$ cat src/inc/medt_pkg.sv
// shared constants and types of the tail-ops execution datapath
package medt_pkg;

   // ----------------------------------------------------------------
   // register map (axi4-lite byte offsets)
   // ----------------------------------------------------------------
   localparam logic [7:0] REG_ACC_OFS   = 8'h00;
   localparam logic [7:0] REG_FLAGS_OFS = 8'h04;
   localparam logic [7:0] REG_LPTR_OFS  = 8'h08;
   localparam logic [7:0] REG_LHIGH_OFS = 8'h0C;
   localparam logic [7:0] REG_SKIPS_OFS = 8'h10;

   // ----------------------------------------------------------------
   // flag bit positions and reset values
   // ----------------------------------------------------------------
   localparam int         FLG_C      = 0;
   localparam int         FLG_AC     = 1;
   localparam int         FLG_Z      = 2;
   localparam int         FLG_OV     = 3;
   localparam logic [7:0] ACC_RST    = 8'h00;
   localparam logic [3:0] FLAGS_RST  = 4'h0;
   localparam logic [7:0] LPTR_RST   = 8'h00;
   localparam logic [7:0] SKIPS_RST  = 8'h00;
   localparam logic [7:0] FILL_VALUE = 8'hFF;

   // ----------------------------------------------------------------
   // bus answers and program memory layout
   // ----------------------------------------------------------------
   localparam logic [1:0] RESP_OKAY   = 2'h0;
   localparam logic [1:0] RESP_SLVERR = 2'h2;
   localparam int         PAGE_W      = 4;
   localparam logic [PAGE_W-1:0] LAST_PAGE = 4'hF;

   // ----------------------------------------------------------------
   // operations, one-hot
   // ----------------------------------------------------------------
   typedef enum logic [17:0] {
      OP_FILL  = 18'h00001, OP_BSET  = 18'h00002, OP_INCS  = 18'h00004,
      OP_INCAS = 18'h00008, OP_BTNZ  = 18'h00010, OP_BTZ   = 18'h00020,
      OP_SUBA  = 18'h00040, OP_MINUS_TO_MEM  = 18'h00080, OP_SUBI  = 18'h00100,
      OP_SWAP  = 18'h00200, OP_NIBBLE_EXCHANGE_TO_ACC = 18'h00400, OP_TZ    = 18'h00800,
      OP_TZA   = 18'h01000, OP_TRDC  = 18'h02000, OP_TRDL  = 18'h04000,
      OP_XORA  = 18'h08000, OP_BITWISE_DIFF_TO_MEM  = 18'h10000, OP_XORI  = 18'h20000
   } medt_op_t;

   // one decoded instruction as handed over by the decoder
   typedef struct packed {
      medt_op_t          op;
      logic [7:0]        addr;
      logic [2:0]        bit_sel;
      logic [7:0]        imm;
      logic [PAGE_W-1:0] page;
   } medt_instr_t;

endpackage : medt_pkg

$ cat src/verilog/medt_exec.sv
// execution datapath for the skip, subtract, swap, table-read and xor group
// Functional notes
// - fill writes FFH to the addressed byte, flags untouched.
// - bit raise sets only the chosen bit; other bits and flags kept.
// - inc_skip_on_wrap writes byte plus one back, skips when sum is zero.
// - inc_to_acc_skip loads byte plus one into acc, memory kept, skip on zero.
// - taken skip discards fetched next instruction, one dummy cycle, two cycles total.
// - bit tests skip on bit one or bit zero; no memory or flag change.
// - acc minus byte via inverse plus one into acc, updates OV Z AC C.
// - minus_to_mem writes acc minus byte back to memory, updates arithmetic flags.
// - acc minus immediate into acc, updates OV Z AC C.
// - nibble_exchange swaps nibbles in place, flags untouched.
// - nibble_exchange_to_acc puts swapped byte in acc, memory unchanged.
// - zero_test_skip skips when whole byte is zero, changes nothing.
// - copy_zero_test_skip copies byte to acc and skips when it is zero.
// - rom_fetch_cur_page reads current page word at pointer; low to memory, high latched.
// - rom_fetch_last_page does the same from the last program page.
// - xor acc with byte into acc, updates zero flag.
// - bitwise_diff_to_mem writes acc xor byte to memory, updates zero flag.
// - xor acc with immediate into acc, updates zero flag.
`timescale 1ns/1ps

module medt_exec
   import medt_pkg::*;
#(
   parameter int ROM_W = 16
) (
   input  wire logic                    clk,
   input  wire logic                    rst_n,
   input  wire logic                    instr_valid,
   input  wire medt_instr_t             instr,
   output logic [7:0]                   mem_raddr,
   input  wire logic [7:0]              mem_rdata,
   output logic                         mem_we,
   output logic [7:0]                   mem_waddr,
   output logic [7:0]                   mem_wdata,
   output logic [PAGE_W+7:0]            rom_addr,
   input  wire logic [ROM_W-1:0]        rom_rdata,
   output logic [7:0]                   acc,
   output logic [3:0]                   flags,
   output logic [ROM_W-9:0]             lookup_high_latch,
   output logic                         skip,
   output logic                         done,
   input  wire logic                    s_axi_awvalid,
   output logic                         s_axi_awready,
   input  wire logic [7:0]              s_axi_awaddr,
   input  wire logic                    s_axi_wvalid,
   output logic                         s_axi_wready,
   input  wire logic [31:0]             s_axi_wdata,
   input  wire logic [3:0]              s_axi_wstrb,
   output logic                         s_axi_bvalid,
   input  wire logic                    s_axi_bready,
   output logic [1:0]                   s_axi_bresp,
   input  wire logic                    s_axi_arvalid,
   output logic                         s_axi_arready,
   input  wire logic [7:0]              s_axi_araddr,
   output logic                         s_axi_rvalid,
   input  wire logic                    s_axi_rready,
   output logic [31:0]                  s_axi_rdata,
   output logic [1:0]                   s_axi_rresp
);

   // ----------------------------------------------------------------
   // helper functions
   // ----------------------------------------------------------------
   // a + ~b + 1, returns {ov, ac, c, result}
   function automatic logic [10:0] sub8(input logic [7:0] a, input logic [7:0] b);
      logic [8:0] s;
      logic [4:0] h;
      s = {1'b0, a} + {1'b0, ~b} + 9'h001;
      h = {1'b0, a[3:0]} + {1'b0, ~b[3:0]} + 5'h01;
      sub8 = {(a[7] ^ b[7]) & (a[7] ^ s[7]), h[4], s[8], s[7:0]};
   endfunction : sub8

   function automatic logic is_zero(input logic [7:0] v);
      is_zero = (v == 8'h00);
   endfunction : is_zero

   function automatic logic [3:0] arith_flags(input logic [10:0] r, input logic [3:0] f);
      logic [3:0] n;
      n         = f;
      n[FLG_OV] = r[10];
      n[FLG_AC] = r[9];
      n[FLG_C]  = r[8];
      n[FLG_Z]  = is_zero(r[7:0]);
      arith_flags = n;
   endfunction : arith_flags

   // ----------------------------------------------------------------
   // state
   // ----------------------------------------------------------------
   medt_instr_t       ex_q;
   logic              ex_valid_q, skip_q, done_q, mem_we_q;
   logic [7:0]        acc_q, lptr_q, skips_q, mem_waddr_q, mem_wdata_q;
   logic [3:0]        flags_q;
   logic [ROM_W-9:0]  lhigh_q;
   logic [PAGE_W+7:0] rom_addr_q;

   // ----------------------------------------------------------------
   // execute stage, combinational
   // ----------------------------------------------------------------
   logic [7:0]  m, inc, x_acc, x_imm, wd, acc_n;
   logic [10:0] r_mem, r_imm;
   logic [3:0]  flags_n;
   logic        wr_mem, wr_acc, wr_lh, taken;

   // bypass the write still in flight to the same byte
   assign m     = (mem_we_q && mem_waddr_q == ex_q.addr) ? mem_wdata_q : mem_rdata;
   assign inc   = m + 8'h01;
   assign x_acc = acc_q ^ m;
   assign x_imm = acc_q ^ ex_q.imm;
   assign r_mem = sub8(acc_q, m);
   assign r_imm = sub8(acc_q, ex_q.imm);

   // operation decode; annulled slot does nothing
   always_comb begin
      wr_mem  = 1'b0;
      wd      = m;
      wr_acc  = 1'b0;
      acc_n   = acc_q;
      flags_n = flags_q;
      wr_lh   = 1'b0;
      taken   = 1'b0;
      if (ex_valid_q) begin
         case (ex_q.op)
            OP_FILL: begin
               wr_mem = 1'b1;
               wd     = FILL_VALUE;
            end
            OP_BSET: begin
               wr_mem = 1'b1;
               wd     = m | (8'h01 << ex_q.bit_sel);
            end
            OP_INCS: begin
               wr_mem = 1'b1;
               wd     = inc;
               taken  = is_zero(inc);
            end
            OP_INCAS: begin
               wr_acc = 1'b1;
               acc_n  = inc;
               taken  = is_zero(inc);
            end
            OP_BTNZ: taken = m[ex_q.bit_sel];
            OP_BTZ:  taken = ~m[ex_q.bit_sel];
            OP_SUBA: begin
               wr_acc  = 1'b1;
               acc_n   = r_mem[7:0];
               flags_n = arith_flags(r_mem, flags_q);
            end
            OP_MINUS_TO_MEM: begin
               wr_mem  = 1'b1;
               wd      = r_mem[7:0];
               flags_n = arith_flags(r_mem, flags_q);
            end
            OP_SUBI: begin
               wr_acc  = 1'b1;
               acc_n   = r_imm[7:0];
               flags_n = arith_flags(r_imm, flags_q);
            end
            OP_SWAP: begin
               wr_mem = 1'b1;
               wd     = {m[3:0], m[7:4]};
            end
            OP_NIBBLE_EXCHANGE_TO_ACC: begin
               wr_acc = 1'b1;
               acc_n  = {m[3:0], m[7:4]};
            end
            OP_TZ: taken = is_zero(m);
            OP_TZA: begin
               wr_acc = 1'b1;
               acc_n  = m;
               taken  = is_zero(m);
            end
            OP_TRDC, OP_TRDL: begin
               wr_mem = 1'b1;
               wd     = rom_rdata[7:0];
               wr_lh  = 1'b1;
            end
            OP_XORA: begin
               wr_acc         = 1'b1;
               acc_n          = x_acc;
               flags_n[FLG_Z] = is_zero(x_acc);
            end
            OP_BITWISE_DIFF_TO_MEM: begin
               wr_mem         = 1'b1;
               wd             = x_acc;
               flags_n[FLG_Z] = is_zero(x_acc);
            end
            OP_XORI: begin
               wr_acc         = 1'b1;
               acc_n          = x_imm;
               flags_n[FLG_Z] = is_zero(x_imm);
            end
            default: begin
               wr_mem = 1'b0;
            end
         endcase
      end
   end

   // ----------------------------------------------------------------
   // axi4-lite slave handshakes
   // ----------------------------------------------------------------
   logic        aw_have_q, w_have_q, awready_q, wready_q, bvalid_q, arready_q, rvalid_q;
   logic        aw_hs, w_hs, wr_go, ar_hs, reg_wr, wr_mapped, rd_mapped;
   logic        aw_have_d, w_have_d, bvalid_d, rvalid_d;
   logic [7:0]  awaddr_q;
   logic [31:0] wdata_q, rdata_q, rd_word;
   logic [3:0]  wstrb_q;
   logic [1:0]  bresp_q, rresp_q;

   assign aw_hs     = s_axi_awvalid & awready_q;
   assign w_hs      = s_axi_wvalid & wready_q;
   assign wr_go     = aw_have_q & w_have_q & ~bvalid_q;
   assign ar_hs     = s_axi_arvalid & arready_q;
   assign reg_wr    = wr_go & wstrb_q[0];
   assign aw_have_d = (aw_have_q | aw_hs) & ~wr_go;
   assign w_have_d  = (w_have_q | w_hs) & ~wr_go;
   assign bvalid_d  = wr_go | (bvalid_q & ~s_axi_bready);
   assign rvalid_d  = ar_hs | (rvalid_q & ~s_axi_rready);
   assign wr_mapped = awaddr_q == REG_ACC_OFS || awaddr_q == REG_FLAGS_OFS ||
                      awaddr_q == REG_LPTR_OFS || awaddr_q == REG_LHIGH_OFS ||
                      awaddr_q == REG_SKIPS_OFS;

   // write path: address and data taken in either order
   always_ff @(posedge clk) begin
      if (!rst_n) begin
         aw_have_q <= 1'b0;
         w_have_q  <= 1'b0;
         awaddr_q  <= 8'h00;
         wdata_q   <= 32'h0000_0000;
         wstrb_q   <= 4'h0;
         awready_q <= 1'b0;
         wready_q  <= 1'b0;
         bvalid_q  <= 1'b0;
         bresp_q   <= RESP_OKAY;
      end else begin
         if (aw_hs) begin
            awaddr_q <= s_axi_awaddr;
         end
         if (w_hs) begin
            wdata_q <= s_axi_wdata;
            wstrb_q <= s_axi_wstrb;
         end
         if (wr_go) begin
            bresp_q <= wr_mapped ? RESP_OKAY : RESP_SLVERR;
         end
         aw_have_q <= aw_have_d;
         w_have_q  <= w_have_d;
         bvalid_q  <= bvalid_d;
         awready_q <= ~aw_have_d & ~bvalid_d;
         wready_q  <= ~w_have_d & ~bvalid_d;
      end
   end

   // read word select
   always_comb begin
      rd_word   = 32'h0000_0000;
      rd_mapped = 1'b1;
      case (s_axi_araddr)
         REG_ACC_OFS:   rd_word[7:0]       = acc_q;
         REG_FLAGS_OFS: rd_word[3:0]       = flags_q;
         REG_LPTR_OFS:  rd_word[7:0]       = lptr_q;
         REG_LHIGH_OFS: rd_word[ROM_W-9:0] = lhigh_q;
         REG_SKIPS_OFS: rd_word[7:0]       = skips_q;
         default:       rd_mapped          = 1'b0;
      endcase
   end

   // read path: one read under way at a time
   always_ff @(posedge clk) begin
      if (!rst_n) begin
         arready_q <= 1'b0;
         rvalid_q  <= 1'b0;
         rdata_q   <= 32'h0000_0000;
         rresp_q   <= RESP_OKAY;
      end else begin
         if (ar_hs) begin
            rdata_q <= rd_word;
            rresp_q <= rd_mapped ? RESP_OKAY : RESP_SLVERR;
         end
         rvalid_q  <= rvalid_d;
         arready_q <= ~rvalid_d;
      end
   end

   // ----------------------------------------------------------------
   // issue stage and skip annulment
   // ----------------------------------------------------------------
   // the word fetched alongside a taken skip becomes the dummy cycle
   always_ff @(posedge clk) begin
      if (!rst_n) begin
         ex_valid_q <= 1'b0;
         ex_q       <= '0;
         rom_addr_q <= '0;
      end else begin
         ex_valid_q <= instr_valid & ~taken;
         if (instr_valid) begin
            ex_q       <= instr;
            rom_addr_q <= {(instr.op == OP_TRDL) ? LAST_PAGE : instr.page, lptr_q};
         end
      end
   end

   // ----------------------------------------------------------------
   // architectural registers
   // ----------------------------------------------------------------
   // accumulator: execution wins over a bus write in the same cycle
   always_ff @(posedge clk) begin
      if (!rst_n) begin
         acc_q <= ACC_RST;
      end else if (wr_acc) begin
         acc_q <= acc_n;
      end else if (reg_wr && awaddr_q == REG_ACC_OFS) begin
         acc_q <= wdata_q[7:0];
      end
   end

   // status flags
   always_ff @(posedge clk) begin
      if (!rst_n) begin
         flags_q <= FLAGS_RST;
      end else if (ex_valid_q) begin
         flags_q <= flags_n;
      end else if (reg_wr && awaddr_q == REG_FLAGS_OFS) begin
         flags_q <= wdata_q[3:0];
      end
   end

   // table pointer and high-byte latch
   always_ff @(posedge clk) begin
      if (!rst_n) begin
         lptr_q  <= LPTR_RST;
         lhigh_q <= '0;
      end else begin
         if (reg_wr && awaddr_q == REG_LPTR_OFS) begin
            lptr_q <= wdata_q[7:0];
         end
         if (wr_lh) begin
            lhigh_q <= rom_rdata[ROM_W-1:8];
         end
      end
   end

   // memory write-back, skip pulse and taken-skip count
   always_ff @(posedge clk) begin
      if (!rst_n) begin
         mem_we_q    <= 1'b0;
         mem_waddr_q <= 8'h00;
         mem_wdata_q <= 8'h00;
         skip_q      <= 1'b0;
         done_q      <= 1'b0;
         skips_q     <= SKIPS_RST;
      end else begin
         mem_we_q    <= wr_mem;
         mem_waddr_q <= ex_q.addr;
         mem_wdata_q <= wd;
         skip_q      <= taken;
         done_q      <= ex_valid_q;
         if (taken) begin
            skips_q <= skips_q + 8'h01;
         end
      end
   end

   // ----------------------------------------------------------------
   // outputs
   // ----------------------------------------------------------------
   assign mem_raddr         = ex_q.addr;
   assign mem_we            = mem_we_q;
   assign mem_waddr         = mem_waddr_q;
   assign mem_wdata         = mem_wdata_q;
   assign rom_addr          = rom_addr_q;
   assign acc               = acc_q;
   assign flags             = flags_q;
   assign lookup_high_latch = lhigh_q;
   assign skip              = skip_q;
   assign done              = done_q;
   assign s_axi_awready     = awready_q;
   assign s_axi_wready      = wready_q;
   assign s_axi_bvalid      = bvalid_q;
   assign s_axi_bresp       = bresp_q;
   assign s_axi_arready     = arready_q;
   assign s_axi_rvalid      = rvalid_q;
   assign s_axi_rdata       = rdata_q;
   assign s_axi_rresp       = rresp_q;

endmodule : medt_exec
$ cat config.mk
export PLATFORM = sky130hd
export DESIGN_NAME = medt_exec
export DESIGN_NICKNAME = d
export VERILOG_FILES = /design/src/inc/medt_pkg.sv /design/src/verilog/medt_exec.sv
export SDC_FILE = /design/constraint.sdc
export NUM_CORES = 1
export LEC_CHECK = 0
export BUFFER_PORTS_ARGS = -buffer_cell sky130_fd_sc_hd__clkbuf_2
export CORE_ASPECT_RATIO = 1.75
export CORE_MARGIN = 2
export CORE_UTILIZATION = 45
export CTS_CLUSTER_SIZE = 12
export DETAILED_ROUTE_END_ITERATION = 10
export HOLD_SLACK_MARGIN = 0.12
export PLACE_DENSITY = 0.67
export SYNTH_ARGS = -nofsm -noshare
export SYNTH_HDL_FRONTEND = slang
export SYNTH_SLANG_ARGS = --single-unit
$ cat constraint.sdc
create_clock -name clk -period 3.9 [get_ports clk]
set_clock_uncertainty 0.05 [all_clocks]
set_input_delay 0.195 -clock clk [delete_from_list [all_inputs] [get_ports clk]]
set_output_delay 0.195 -clock clk [all_outputs]
set_load 0.01 [all_outputs]
Yosys cells after proc, flatten, opt, wreduce, memory -nomap -nowiden

Index checks and enable logic that the tools add are counted.

Flip-flop bits (word level): 141
Latch bits: 0
Memory bits (writable): 0
ROM bits: 0
Output and inout port bits: 100
Memories kept: 0

Add/subtract/negate cells: 10
Multiply operators: 0
Div/mod/pow operators: 0
Magnitude comparators: 1
Equal/unequal tests: 32
Shift-type cells: 1
Mux-type cells: 27
Bitwise gates (word level): 40
Reductions and logical operators: 30

Operators by type and width:

| operator                                                                 | count |
|---|---|
| 8-bit case mux with 7 select lines                                       | 2 |
| 8-bit logical NOT                                                        | 8 |
| 8-bit 2-to-1 mux                                                         | 5 |
| 18-bit by 15-bit equality test with 1-bit output (second input constant) | 2 |
| 8-bit by 4-bit equality test with 1-bit output (second input constant)   | 4 |
| 4-bit case mux with 5 select lines                                       | 1 |
| 8-bit by 8-bit adder with 9-bit output                                   | 2 |
| 9-bit by 1-bit adder with 9-bit output (second input constant)           | 2 |
| 18-bit by 1-bit equality test with 1-bit output (second input constant)  | 1 |
| 18-bit by 10-bit equality test with 1-bit output (second input constant) | 1 |
| 18-bit by 11-bit equality test with 1-bit output (second input constant) | 1 |
| 18-bit by 12-bit equality test with 1-bit output (second input constant) | 1 |
| 18-bit by 13-bit equality test with 1-bit output (second input constant) | 1 |
| 18-bit by 14-bit equality test with 1-bit output (second input constant) | 1 |
| 18-bit by 16-bit equality test with 1-bit output (second input constant) | 1 |
| 18-bit by 17-bit equality test with 1-bit output (second input constant) | 1 |
| 18-bit equality test (second input constant)                             | 1 |
| 18-bit by 2-bit equality test with 1-bit output (second input constant)  | 1 |
| 18-bit by 3-bit equality test with 1-bit output (second input constant)  | 1 |
| 18-bit by 4-bit equality test with 1-bit output (second input constant)  | 1 |
| 18-bit by 5-bit equality test with 1-bit output (second input constant)  | 1 |
| 18-bit by 6-bit equality test with 1-bit output (second input constant)  | 1 |
| 18-bit by 7-bit equality test with 1-bit output (second input constant)  | 1 |
| 18-bit by 8-bit equality test with 1-bit output (second input constant)  | 1 |
| other kinds (38)                                                         | 99 |

Depth between registers and ports, before layout

Word-level depth: 10
Gate-level depth with buffers: 16
Depth with buffers taken out: 14

Worst setup path after synthesis

No wires, ideal clock.

Path kind: reg-to-reg
Start: register mem_waddr_q[4] (netlist: mem_waddr[4])
End: register flags_q[2] (netlist: flags[2])
Arrival: 3,270 ps
Required time: 3,776 ps
Slack: 507 ps
Stages on the path, launching flop included: 15
Cell sequence: dfxtp_1 xnor2_1 nand4_1 nor3_1 nand2_1 nand2_1 ha_1 nand2_1 a31oi_1 a311o_1 a31o_2 a2111oi_2 or4_1 a2111o_1 o211ai_2

Cells in the longest elaborated chain, start to end: 9
Elaborated cells between the ends (all ways): 11

RTL lines:

| item                                   | RTL line         | RTL |
|---|---|---|
| from (decl)                            | medt_exec.sv:94  | `logic [7:0] acc_q, lptr_q, skips_q, mem_waddr_q, mem_wdata_q;` |
| from (signal assigned)                 | medt_exec.sv:357 | `mem_waddr_q <= ex_q.addr;` |
| 8-bit equality test *                  | medt_exec.sv:108 | `assign m = (mem_we_q && mem_waddr_q == ex_q.addr) ? mem_wdata_q : mem_rdata;` |
| 1-bit logical AND *                    | medt_exec.sv:108 |  |
| 8-bit 2-to-1 mux *                     | medt_exec.sv:108 |  |
| 8-bit inverter                         | medt_exec.sv:70  | `s = {1'b0, a} + {1'b0, ~b} + 9'h001;` |
| 8-bit by 8-bit adder with 9-bit output | medt_exec.sv:70  |  |
| 9-bit by 1-bit adder with 9-bit output | medt_exec.sv:70  |  |
| 8-bit logical NOT                      | medt_exec.sv:76  | `is_zero = (v == 8'h00);` |
| 1-bit case mux with 4 select lines *   | medt_exec.sv:125 | `case (ex_q.op)` |
| 4-bit 2-to-1 mux *                     | medt_exec.sv:324 | `end else if (ex_valid_q) begin` |
| to (signal assigned)                   | medt_exec.sv:325 | `flags_q <= flags_n;` |
| to (signal assigned)                   | medt_exec.sv:327 | `flags_q <= wdata_q[3:0];` |
| to (decl)                              | medt_exec.sv:95  | `logic [3:0] flags_q;` |

Mark *: on every way between the ends. The rest lies on a longest branch, timed or not.
A chain may end at the register's enable or synchronous reset.

Final worst setup path

Start: register ex_q, in the netlist mem_raddr[2]
End: register flags_q[2] (netlist: flags[2])

Cells in the longest elaborated chain, start to end: 9
Elaborated cells between the ends (all ways): 11

RTL lines:

| item                                   | RTL line         | RTL |
|---|---|---|
| from (decl)                            | medt_exec.sv:92  | `medt_instr_t ex_q;` |
| from (signal assigned)                 | medt_exec.sv:300 | `ex_q <= instr;` |
| 8-bit equality test *                  | medt_exec.sv:108 |  |
| 1-bit logical AND *                    | medt_exec.sv:108 |  |
| 8-bit 2-to-1 mux *                     | medt_exec.sv:108 |  |
| 8-bit inverter                         | medt_exec.sv:70  |  |
| 8-bit by 8-bit adder with 9-bit output | medt_exec.sv:70  |  |
| 9-bit by 1-bit adder with 9-bit output | medt_exec.sv:70  |  |
| 8-bit logical NOT                      | medt_exec.sv:76  |  |
| 1-bit case mux with 4 select lines *   | medt_exec.sv:125 |  |
| 4-bit 2-to-1 mux *                     | medt_exec.sv:324 |  |

Marks and branches as above.

==> impl_metrics.csv <==
group,metric,value,unit
global_route,gr-total-overflow,0,
critical_path,worstPathCellList,"xnor2_1 -> and4_1 -> nand3_2 -> nand2_1 -> nand2_1 -> ha_1 -> nor2_1 -> a21oi_1 -> and3_1 -> or3_1 -> a2111oi_2 -> o31ai_1 -> a2111o_1 -> o211ai_2",
timing,max-slew-margin-rel,42.00,%
drt,drc,0,
critical_path,path_max_fanout,6,
power_and_ir_drop,combPwrFrac,18.0,%
clocking,cts.sinks,139,
yosys,synth_edf_count,0,
yosys,yosys.area_share.simple,25.41,%
yosys,synth_top_area_share,32.49,%
yosys,synth_top_family_by_area,"simple AND/OR/NAND/NOR gates",
critical_path,cp-end-kind,"flop",
power_and_ir_drop,worst_ir_drop_vdd,0.2802,mV
yosys,postSynthCellCount,1046,
floorplanning,rows,66,
yosys,synth.avg_cell_area,8.188,um2
floorplanning,dieArea,0.02020,mm2
timing,finalWorstSetupSlack,0.2958,ns
critical_path,critPathArrivalTime,3.92,ns
critical_path,path_delay_family,"simple AND/OR/NAND/NOR gates",
yosys,yosys-top-cells-count,"dfxtp_1 (139), nor2_1 (117), nand2_1 (115)",
global_route,grt_use_total,31.75,%
yosys,seq_area_frac_synth,32.49,%
hold_path,hp-class,"in -> reg",
power_and_ir_drop,p_seq_share,38.5,%
place,placed_area,0.009722,mm2
yosys,yosys.cell_count.top_type,"dfxtp_1",
critical_path,cp_num_buf_inv,0,
drt,initialDrtViolationCount,660,
place,io_buffers,171,
critical_path,crit_type,"reg -> reg",
clocking,cts_buffers,17,
yosys,synthArstFlopShare,0,%
global_route,grt_pass1_vias,9064,
global_route,antenna_found_initial,0,
timing,rsz0062_at_grt,"no",
clocking,clock_latency,0.43,ns
layout,drive_gt1_share,23.28,%
timing,fmax,277.5,MHz
clocking,htreeDepth,4,
critical_path,cpMaxStageDelayCell,"a2111oi_2",
yosys,synth_adder_area_share,2.673,%
timing,period_minus_slack,3.604,ns
yosys,synth_xor_area_share,2.849,%
power_and_ir_drop,switchingPower,1.200,mW
yosys,ys_types,89,
place,place_ws,0.2162,ns
layout,fin_nets,1438,
floorplanning,dieHeight,186.5,um
critical_path,critPathMaxStageDelay,0.45,ns
clocking,cts-root-buf,"clkbuf_16",
drt,postRouteAntennaNets,0,
power_and_ir_drop,power.density,362.2,mW/mm2
timing,finalCritPeriodShare,92.42,%
timing,setup_violations,0,
drt,routed_wl,31620,um
power_and_ir_drop,pwr-share-clk,43.5,%
global_route,grt_start_max_net_pins,84,
layout,post-route-util,59.33,%
power_and_ir_drop,intPower,2.809,mW
power_and_ir_drop,finalPower,4.010,mW
layout,fin_area,0.01107,mm2
timing,maxSlewViolCount,0,
timing,hold_violations,0,
run,drv_cap,0,
clocking,clockBufferDepth,2,
critical_path,required,4.21,ns
yosys,ys.flop_type,"dfxtp_1",
global_route,grt_pass1_wl,49110,um
timing,tns,0,ns
place,gp_congestion,1.016,
timing,max_slew.worst_pin.slew,0.8700,ns
yosys,synth_top_cell_by_area,"dfxtp_1",
layout,diodes,0,
drt,vias,9088,
critical_path,crit_top_cell,"nand2_1",
drt,avgViaCountPerCell,5.871,
yosys,synth.area.top_cells,"dfxtp_1 (32%), mux2i_1 (7.6%), nor2_1 (5.1%)",
clocking,clk_pin_slew,0.07,ns
critical_path,crit_path_start_kind,"flop",
layout,area_growth,29.28,%
power_and_ir_drop,p_leak,4.725,nW
yosys,synth_compound_area_share,19.55,%
layout,nFillCells,1741,
run_status,status,"complete, no violations",
floorplanning,start_util,45.89,%
clocking,cts_tree,"yes",
yosys,ys_ff_latch,139,
yosys,netlist_area,0.008564,mm2
floorplanning,die_w,108.3,um
yosys,yosys_warnings,0,
floorplanning,boundaryPins,225,
drt,wl_per_cell,20.43,um
place,hpwlAfterDp,23600,um
drt,dr.pass1.iters,8,
floorplanning,coreArea,0.01866,mm2
yosys,synthMuxAreaShare,10.09,%
power_and_ir_drop,switching_share,29.94,%
[worst min-delay path, delay by kind of cell]
kind / cells / cell delay (ns)
mux: 1 / 0.14
simple gates: 1 / 0.07
buf+inv: 1 / 0.18
[per-stage QoR]
stage	std cells	hold WS, ns
2_1_floorplan	1071	0.2810
3_3_place_gp	1444	0.3699
3_5_place_dp	1444	0.3728
4_1_cts	1547	0.1239
5_1_grt	1548	0.1486
6_report	1548	0.1404
[worst paths after layout]
path                            slack (ns)                       end                      start  cells past startpoint
worst max-delay path                  0.30     flags[2]$_SDFFE_PN0P_  mem_raddr[2]$_SDFFE_PN0P_                     14
worst min-delay path                  0.14     ex_q[24]$_SDFFE_PN0P_                instr_valid                      3
worst max register to register        0.30     flags[2]$_SDFFE_PN0P_  mem_raddr[2]$_SDFFE_PN0P_                     14
worst min register to register        0.41  awaddr_q[0]$_SDFFE_PN0P_   awaddr_q[0]$_SDFFE_PN0P_                      2
[area by class of cell]
cell class,instances,area (um2),area share [%]
clock buffers,17,425.4,3.842
clock inverters,15,200.2,1.808
inverters,30,112.6,1.017
multi-input cells,816,5291,47.79
flip-flops and latches,139,2783,25.13
well taps,238,297.8,2.690
repair buffers,293,1962,17.72
[timing repair]
item / 4_1_cts / 5_1_grt
setup buffers: 0 / 1
endpoints found under the setup margin: 0 / 3
resized for setup: 0 / 2
endpoints found under the hold margin: 72 / 0
hold buffers: 71 / 0
[registers in the layout, indices dropped and copies added (netlist names), 4 cells and up]
register / cells
lookup_high_latch: 8
mem_waddr: 8
mem_raddr: 8
ex_q: 29
skips_q: 8
lptr_q: 8
s_axi_rdata: 8
acc: 8
mem_wdata: 8
awaddr_q: 8
flags: 4
wdata_q: 8
rom_addr: 12
[power by group through the flow]
stage / logic (mW) / registers, mW / clock network (mW)
floorplan: 0.429 / 1.56 / 0
finish: 0.722 / 1.54 / 1.75
CTS: 0.706 / 1.54 / 1.77
global route: 0.778 / 1.55 / 1.82
global placement: 0.643 / 1.57 / 0
detailed placement: 0.647 / 1.57 / 0
[kinds of logic after synthesis]
family	Yosys count
buffers and inverters	116
DFF	139
and+or+nand+nor	430
adders and majority gates	18
AOI/OAI and AO/OA	238
xor gates and xnor gates	27
muxes	77
other	1
[cells in the final DEF (no fill, tap or decap), types with 34 or more instances in the layout]
| cell | instances |
|---|---|
| a21oi_1 | 63 |
| buf_4 | 50 |
| dlygate4sd3_1 | 71 |
| clkbuf_2 | 170 |
| o21ai_0 | 38 |
| nand2_1 | 115 |
| nand3_1 | 34 |
| mux2i_1 | 65 |
| dfxtp_1 | 139 |
| nor2_1 | 117 |
[per-layer routing]
metal	vias to the layer above	global-route usage, %	wire, um
li1	4323	-	-
met1	4200	32.31	11000
met2	437	56.87	16580
met3	128	4.890	1671
met4	0	23.32	2374
met5	-	0	0
Power figures use the tool's default switching activity.
